[config.mk]
export PLATFORM = sky130hd
export DESIGN_NAME = cpcfg_top
export DESIGN_NICKNAME = d
export VERILOG_FILES = /design/src/shared/cpcfg_pkg.sv /design/src/rtl/cpcfg_chan_power.sv /design/src/rtl/cpcfg_slot_drive.sv /design/src/rtl/cpcfg_top.sv
export VERILOG_INCLUDE_DIRS = /design/src /design/src/shared
export SDC_FILE = /design/constraint.sdc
export NUM_CORES = 1
export LEC_CHECK = 0
export BUFFER_PORTS_ARGS = -buffer_cell sky130_fd_sc_hd__buf_4
export CORE_MARGIN = 3
export CORE_UTILIZATION = 40
export CTS_BUF_LIST = sky130_fd_sc_hd__clkbuf_4
export CTS_CLUSTER_DIAMETER = 40
export DETAILED_ROUTE_END_ITERATION = 6
export GPL_TIMING_DRIVEN = 1
export PLACE_DENSITY = 0.69
export SYNTH_ARGS = -nofsm -noshare
export SYNTH_HDL_FRONTEND = slang
export SYNTH_HIERARCHICAL = 1
export SYNTH_SLANG_ARGS = --single-unit
export TNS_END_PERCENT = 1
[constraint.sdc]
create_clock -name ref_clk_i -period 2.2 [get_ports ref_clk_i]
set_clock_uncertainty 0.05 [all_clocks]
set_input_delay 0.33 -clock ref_clk_i [delete_from_list [all_inputs] [get_ports ref_clk_i]]
set_output_delay 0.33 -clock ref_clk_i [all_outputs]
set_load 0.02 [all_outputs]
[src/shared/cpcfg_regs.svh]
// register offsets, field positions, reset values and timing counts of the power config bank
`ifndef CPCFG_REGS_SVH
`define CPCFG_REGS_SVH

`define CPCFG_ADDR_W 8
`define CPCFG_DATA_W 8

`define CPCFG_OFF_IN_EN 8'h73
`define CPCFG_OFF_SLOT_EN 8'h74
`define CPCFG_OFF_PWR 8'h75
`define CPCFG_OFF_STS0 8'h76

`define CPCFG_RST_IN_EN 8'hFC
`define CPCFG_RST_SLOT_EN 8'h00
`define CPCFG_RST_PWR 8'h00
`define CPCFG_RST_STS0 8'h00

// channel one sits in bit 7, channel two in bit 6, in the input enable, slot enable and status registers
`define CPCFG_BIT_CH1 7
`define CPCFG_BIT_CH2 6
`define CPCFG_BIT_MIC_BIAS 7
`define CPCFG_BIT_CONV 6
`define CPCFG_BIT_LOOP 5
`define CPCFG_BIT_LIVE 4
// read-only reserved bit of the power register
`define CPCFG_BIT_PWR_RO 0

`define CPCFG_CLK_NS 50
`define CPCFG_SETTLE_NS 500
`define CPCFG_SETTLE_CYC ((`CPCFG_SETTLE_NS + `CPCFG_CLK_NS - 1) / `CPCFG_CLK_NS)

`endif

[src/shared/cpcfg_pkg.sv]
// types shared by the power config bank modules
package cpcfg_pkg;
  typedef enum logic [1:0] {PS_OFF, PS_SETTLE, PS_ON} cpcfg_pwr_state_t;
  typedef logic [7:0] cpcfg_byte_t;
endpackage

[src/rtl/cpcfg_chan_power.sv]
// one converter channel: supply switch and settle tracking for its powered status
`timescale 1ns/1ns
`include "cpcfg_regs.svh"
module cpcfg_chan_power #(
  parameter int SETTLE_CYCLES = `CPCFG_SETTLE_CYC
) (
  input wire logic ref_clk_i,
  input wire logic reset_i,
  input wire logic want_on_i,
  output logic supply_on_o,
  output logic powered_o,
  output cpcfg_pkg::cpcfg_pwr_state_t state_o
);
  import cpcfg_pkg::*;

  localparam int CW = $clog2(SETTLE_CYCLES + 1);
  localparam logic [CW-1:0] LAST = CW'(SETTLE_CYCLES - 1);

  cpcfg_pwr_state_t state_r;
  cpcfg_pwr_state_t state_nxt;
  logic [CW-1:0] cnt_r;
  logic [CW-1:0] cnt_nxt;

  // powering down is immediate; status only claims power once the supply has settled
  always_comb begin
    state_nxt = state_r;
    cnt_nxt = cnt_r;
    unique case (state_r)
      PS_OFF: begin
        cnt_nxt = '0;
        if (want_on_i) begin
          state_nxt = PS_SETTLE;
        end
      end
      PS_SETTLE: begin
        cnt_nxt = cnt_r + CW'(1);
        if (!want_on_i) begin
          state_nxt = PS_OFF;
        end else if (cnt_r == LAST) begin
          state_nxt = PS_ON;
        end
      end
      PS_ON: begin
        if (!want_on_i) begin
          state_nxt = PS_OFF;
        end
      end
    endcase
  end

  always_ff @(posedge ref_clk_i or posedge reset_i) begin
    if (reset_i) begin
      state_r <= PS_OFF;
      cnt_r <= '0;
      supply_on_o <= 1'b0;
      powered_o <= 1'b0;
    end else begin
      state_r <= state_nxt;
      cnt_r <= cnt_nxt;
      supply_on_o <= want_on_i;
      powered_o <= (state_nxt == PS_ON);
    end
  end

  assign state_o = state_r;
endmodule

[src/rtl/cpcfg_slot_drive.sv]
// serial output slot driver: drives the slot or leaves it in high impedance
`timescale 1ns/1ns
module cpcfg_slot_drive (
  input wire logic ref_clk_i,
  input wire logic reset_i,
  input wire logic drive_i,
  input wire logic data_i,
  output logic data_o,
  output logic oe_o
);
  always_ff @(posedge ref_clk_i or posedge reset_i) begin
    if (reset_i) begin
      data_o <= 1'b0;
      oe_o <= 1'b0;
    end else begin
      data_o <= drive_i & data_i;
      oe_o <= drive_i;
    end
  end
endmodule

[src/rtl/cpcfg_top.sv]
// channel enable and power configuration register bank of a two-channel audio converter
//
// Overview of operation
// input enable bit 7 turns channel one on
// input enable bit 6 turns channel two on
// slot enable bit 7 drives slot one, else high-z
// slot enable bit 6 drives slot two, else high-z
// power bit 7 switches microphone bias power
// power bit 6 powers enabled channels, else all off
// power bit 5 switches loop power
// live control off: no channel changes while recording
// live control on: each channel follows its enable
// host keeps channel one on during live control
// host writes reserved fields only with reset values
// status bits 7 and 6 show channel powered
// reset restores every register before first access
`timescale 1ns/1ns
`include "cpcfg_regs.svh"
module cpcfg_top #(
  parameter int SETTLE_CYCLES = `CPCFG_SETTLE_CYC
) (
  input wire logic ref_clk_i,
  input wire logic reset_i,
  input wire logic [7:0] addr_i,
  input wire logic wr_en_i,
  input wire logic [7:0] wdata_i,
  input wire logic rd_en_i,
  input wire logic [1:0] slot_data_i,
  output cpcfg_pkg::cpcfg_byte_t rdata_o,
  output logic microphone_bias_power_on_o,
  output logic loop_power_on_o,
  output logic [1:0] converter_supply_o,
  output logic [1:0] slot_data_o,
  output logic [1:0] slot_oe_o
);
  import cpcfg_pkg::*;

  function automatic logic hit(input logic [7:0] a, input logic [7:0] off);
    hit = (a == off);
  endfunction

  ////////////////////////////////////////////////////////////////////////////////
  // register storage

  cpcfg_byte_t in_en_r;
  cpcfg_byte_t slot_en_r;
  cpcfg_byte_t pwr_r;
  cpcfg_byte_t rdata_nxt;
  logic [1:0] powered;
  logic [1:0] supply;
  logic [1:0] want_on;
  logic [1:0] input_on;
  logic [1:0] slot_drive;
  logic wr_in;
  logic wr_slot;
  logic wr_pwr;
  logic microphone_bias_power_on;
  logic converter_power_on;
  logic loop_power_on;
  logic live_channel_power_ctl;
  logic any_recording;
  cpcfg_byte_t sts0;

  assign wr_in = wr_en_i && hit(addr_i, `CPCFG_OFF_IN_EN);
  assign wr_slot = wr_en_i && hit(addr_i, `CPCFG_OFF_SLOT_EN);
  assign wr_pwr = wr_en_i && hit(addr_i, `CPCFG_OFF_PWR);

  // reserved bits except power bit 0 are kept as written so a read returns what the host put there
  always_ff @(posedge ref_clk_i or posedge reset_i) begin
    if (reset_i) begin
      in_en_r <= `CPCFG_RST_IN_EN;
      slot_en_r <= `CPCFG_RST_SLOT_EN;
      pwr_r <= `CPCFG_RST_PWR;
    end else begin
      if (wr_in) begin
        in_en_r <= wdata_i;
      end
      if (wr_slot) begin
        slot_en_r <= wdata_i;
      end
      if (wr_pwr) begin
        pwr_r <= wdata_i & ~(8'h01 << `CPCFG_BIT_PWR_RO);
      end
    end
  end

  ////////////////////////////////////////////////////////////////////////////////
  // field decode

  assign input_on = {in_en_r[`CPCFG_BIT_CH2], in_en_r[`CPCFG_BIT_CH1]};
  assign slot_drive = {slot_en_r[`CPCFG_BIT_CH2], slot_en_r[`CPCFG_BIT_CH1]};
  assign microphone_bias_power_on = pwr_r[`CPCFG_BIT_MIC_BIAS];
  assign converter_power_on = pwr_r[`CPCFG_BIT_CONV];
  assign loop_power_on = pwr_r[`CPCFG_BIT_LOOP];
  assign live_channel_power_ctl = pwr_r[`CPCFG_BIT_LIVE];
  assign any_recording = |supply;

  ////////////////////////////////////////////////////////////////////////////////
  // channel power decision

  // without live control a running set of channels is frozen; a changed enable
  // only takes effect after the host drops converter power and raises it again, or turns live control on
  assign want_on = !converter_power_on ? 2'b00 :
                   live_channel_power_ctl ? input_on :
                   any_recording ? supply : input_on;

  genvar g;
  generate
    for (g = 0; g < 2; g++) begin : g_chan
      cpcfg_chan_power #(
        .SETTLE_CYCLES(SETTLE_CYCLES)
      ) u_power (
        .ref_clk_i(ref_clk_i),
        .reset_i(reset_i),
        .want_on_i(want_on[g]),
        .supply_on_o(supply[g]),
        .powered_o(powered[g]),
        .state_o()
      );
      cpcfg_slot_drive u_slot (
        .ref_clk_i(ref_clk_i),
        .reset_i(reset_i),
        .drive_i(slot_drive[g]),
        .data_i(slot_data_i[g]),
        .data_o(slot_data_o[g]),
        .oe_o(slot_oe_o[g])
      );
    end
  endgenerate

  assign converter_supply_o = supply;

  ////////////////////////////////////////////////////////////////////////////////
  // block power and read path

  always_ff @(posedge ref_clk_i or posedge reset_i) begin
    if (reset_i) begin
      microphone_bias_power_on_o <= 1'b0;
      loop_power_on_o <= 1'b0;
    end else begin
      microphone_bias_power_on_o <= microphone_bias_power_on;
      loop_power_on_o <= loop_power_on;
    end
  end

  assign sts0 = {powered[0], powered[1], 6'h00};

  // unmapped offsets read as zero
  assign rdata_nxt = hit(addr_i, `CPCFG_OFF_IN_EN) ? in_en_r :
                     hit(addr_i, `CPCFG_OFF_SLOT_EN) ? slot_en_r :
                     hit(addr_i, `CPCFG_OFF_PWR) ? pwr_r :
                     hit(addr_i, `CPCFG_OFF_STS0) ? sts0 : 8'h00;

  always_ff @(posedge ref_clk_i or posedge reset_i) begin
    if (reset_i) begin
      rdata_o <= 8'h00;
    end else if (rd_en_i) begin
      rdata_o <= rdata_nxt;
    end
  end

  ////////////////////////////////////////////////////////////////////////////////
  // settle tracking for the status checks

  localparam int SW = $clog2(SETTLE_CYCLES + 1);
  localparam logic [SW-1:0] SFULL = SW'(SETTLE_CYCLES);

  genvar k;
  generate
    for (k = 0; k < 2; k++) begin : g_settle_chk
      logic [SW-1:0] on_cnt_r;
      // counts supply cycles up to the settle length; a dropped supply starts it over
      always_ff @(posedge ref_clk_i or posedge reset_i) begin
        if (reset_i) begin
          on_cnt_r <= '0;
        end else if (!converter_supply_o[k]) begin
          on_cnt_r <= '0;
        end else if (on_cnt_r != SFULL) begin
          on_cnt_r <= on_cnt_r + SW'(1);
        end
      end

    end
  endgenerate
endmodule

==> impl_metrics.py <==
metrics = {
    "critical_path": {
        "cp.required_ns": 2.45,
        "rrSetupSlack_ns": 0.57,
        "r2r_start": "in_en_r[7]",
        "r2r_cells": 5,
        "critical-path-slowest-cell": "dfstp_2",
        "crit_path_start_kind": "flop",
        "path_buf_inv": 0,
        "crit_type": "reg2reg",
        "worstPathCellList": "o21ai_0 -> a21oi_1 -> o21ai_1 -> a211o_1 -> a21oi_2",
        "crit_arrival_ns": 1.89,
        "regToRegEndpoint": "g_chan[0].u_power/powered_o",
        "slowest_delay_ns": 0.57,
        "crit_fanout": 4,
        "end_kind": "flop",
        "crit_family": "compound AO/OA/AOI/OAI gates",
    },
    "cts": {
        "clkSinkCount": 53,
        "clk_pin_slew_worst_paths_ns": 0.14,
        "cts_buffers": 5,
        "holdBufCountCts": 1,
        "cts_buffer_depth": 2,
        "postCtsResizedCells": 0,
        "cts_tree": "yes",
        "postCtsSetupBuffers": 0,
        "clockRootBuffer": "clkbuf_4",
        "cts_max_level": 2,
        "insertion_delay_ns": 0.37,
    },
    "layout": {
        "area_growth_pct": 14.2,
        "fin_nets": 282,
        "multi_input_area_um2": 1140,
        "diodes": 0,
        "layout-drive-gt1-share_pct": 38.2,
        "final_common_cell": "dfrtp_1",
        "most-common-layout-cells": "47 x dfrtp_1, 38 x buf_4, 24 x mux2_2, 22 x inv_1, 11 x nor2_1",
        "regArea_um2": 1330,
        "fillers": 566,
        "stdcell_count": 326,
    },
    "route": {
        "num_vias": 1712,
        "drt-initial-drc-count": 67,
        "wl_mm": 4.97,
        "dr.pass1.iters": 4,
        "drc_errors": 0,
        "avgViaCountPerCell": 5.25,
        "wl_per_cell_um": 15.3,
        "ant_nets": 0,
    },
    "global_route": {
        "antenna_found_initial": 0,
        "grt_max_degree": 34,
        "grt_pass1_vias": 1722,
        "grt_overflow": 0,
        "grt_pass1_wl_mm": 8.31,
        "grt.total_usage_pct": 14.0,
    },
    "sta": {
        "timing.final.ws_setup_ns": 0.567,
        "finalHoldViolations": 0,
        "post-route-min-period_ns": 1.63,
        "report.final.slew_viol_count": 0,
        "worstMarginPinSlew_ns": 0.451,
        "fin_setup_tns_ns": 0,
        "finalCritPeriodShare_pct": 74.2,
        "rsz0062_at_grt": "false",
        "finalSetupViolCount": 0,
        "slew_headroom_pct": 69.9,
        "fmax_ghz": 0.612,
    },
    "power_and_ir_drop": {
        "p_leak_nw": 1.41,
        "ir_drop_uv": 240,
        "total_power_w": 0.00167,
        "power_density_nw_per_um2": 555,
    },
    "die": {
        "dieWidth_um": 87.1,
        "die-area_um2": 7590,
        "start_util_pct": 42.9,
        "num_rows": 28,
        "io_pins": 38,
        "core_um2": 6130,
        "fp.dieH_um": 87.1,
    },
    "synth": {
        "synth.top_cell.area_share_pct": 44.7,
        "synthArstFlopShare_pct": 100,
        "synth_nets": 243,
        "ys_top_cells_by_area": "dfrtp_1 45%, mux2_2 10%, dfstp_2 6.0%",
        "yosys_register_bits": 53,
        "synth_edf_count": 0,
        "syn_area_per_cell_um2": 12.5,
        "synth.distinct_cells": 45,
        "synth_top_area_cell": "dfrtp_1",
        "seq_area_frac_synth_pct": 50.7,
        "yosys_warnings": 6,
        "synth_ff_type": "dfrtp_1",
        "synth_area_um2": 2630,
        "syn-instance-count": 211,
    },
    "outcome": {
        "status": "finished, final reports clean",
    },
    "hold_path": {
        "hp-class": "in2reg",
        "min_to": "g_chan[1].u_slot/data_o",
        "hp-start": "slot_data_i[1]",
        "hold_depth": 2,
    },
    "place": {
        "preCtsSetupSlack_ns": 0.370,
        "portBuffers": 37,
        "hpwl_mm": 3.67,
        "dp_cells": 317,
        "routabilityCongestion": 0.735,
    },
    "job": {
        "drv_cap": 0,
    },
}
==> per-stage QoR <==
step	area (µm²)	hold WS (ns)	utilization, %
2_1_floorplan	2630	0.0212	-
3_3_place_gp	2940	0.176	48.0
3_5_place_dp	2940	0.179	48.0
4_1_cts	3010	0.0972	49.0
5_1_grt	3010	0.0748	49.0
6_report	3010	0.112	49.0
==> layout make-up <==
class / count / area share, %
inverter: 22 / 2.75
tap: 75 / 3.12
timing repair buffer: 39 / 9.83
clock buffer: 5 / 1.25
sequential: 53 / 44.4
clock inverter: 3 / 0.583
multi-input combinational: 129 / 38.1
==> power breakdown <==
group | switching [W] | internal, W
combinational | 0.000110 | 0.0000986
clock | 0.000300 | 0.000122
sequential | 0.0000235 | 0.00101
total | 0.000433 | 0.00123
==> kinds of logic after synthesis <==
logic type                 share of synthesized area (%)
DFF                                                 50.7
and+or+nand+nor                                     12.6
AOI/OAI and AO/OA                                   10.2
muxes                                               15.9
buffers and inverters                               5.85
adders and majority gates                           4.75
==> synthesized netlist by cell type, drive strengths merged (3+ instances only) <==
master / instances
a221oi: 5
a21oi: 5
ha: 10
dfrtp: 47
o21ai: 7
nor2b: 5
nand4: 3
dfstp: 6
inv: 22
o211ai: 5
buf: 6
o32ai: 4
mux2: 31
nand3: 4
nor2: 11
nand2: 9
==> how the worst max path moves through the flow <==
stage	startpoint	end	slack, ns	depth (start not counted)
2_1_floorplan	addr_i[7]	pwr_r[1]	0.69	5
3_3_place_gp	addr_i[7]	pwr_r[6]	0.38	4
3_5_place_dp	addr_i[7]	pwr_r[1]	0.37	4
4_1_cts	in_en_r[7]	g_chan[0].u_power/powered_o	0.57	5
5_1_grt	in_en_r[7]	g_chan[0].u_power/powered_o	0.44	5
6_report	in_en_r[7]	g_chan[0].u_power/powered_o	0.57	5
==> layer usage <==
| layer | vias to the layer above | wire length, µm | track usage, % |
|---|---|---|---|
| met4 | 0 | 61 | 4.60 |
| met2 | 21 | 2360 | 21.3 |
| met3 | 5 | 163 | 3.12 |
| li1 | 829 | - | - |
| met1 | 857 | 2380 | 19.8 |
| met5 | - | 0 | 0 |
==> flip-flops by register name, summed over array words and instances, names as in the netlist <==
register and cells:
g_chan.u_slot/oe_o 2, rdata_o 8, g_chan.u_power/powered_o 2, in_en_r 8, g_chan.u_power/cnt_r 8, g_chan.u_power/state_o 4
loop_power_on_o 1, g_chan.u_power/supply_on_o 2, microphone_bias_power_on_o 1, slot_en_r 8, pwr_r 7, g_chan.u_slot/data_o 2
Note: power is estimated with default switching activity, not from simulation.
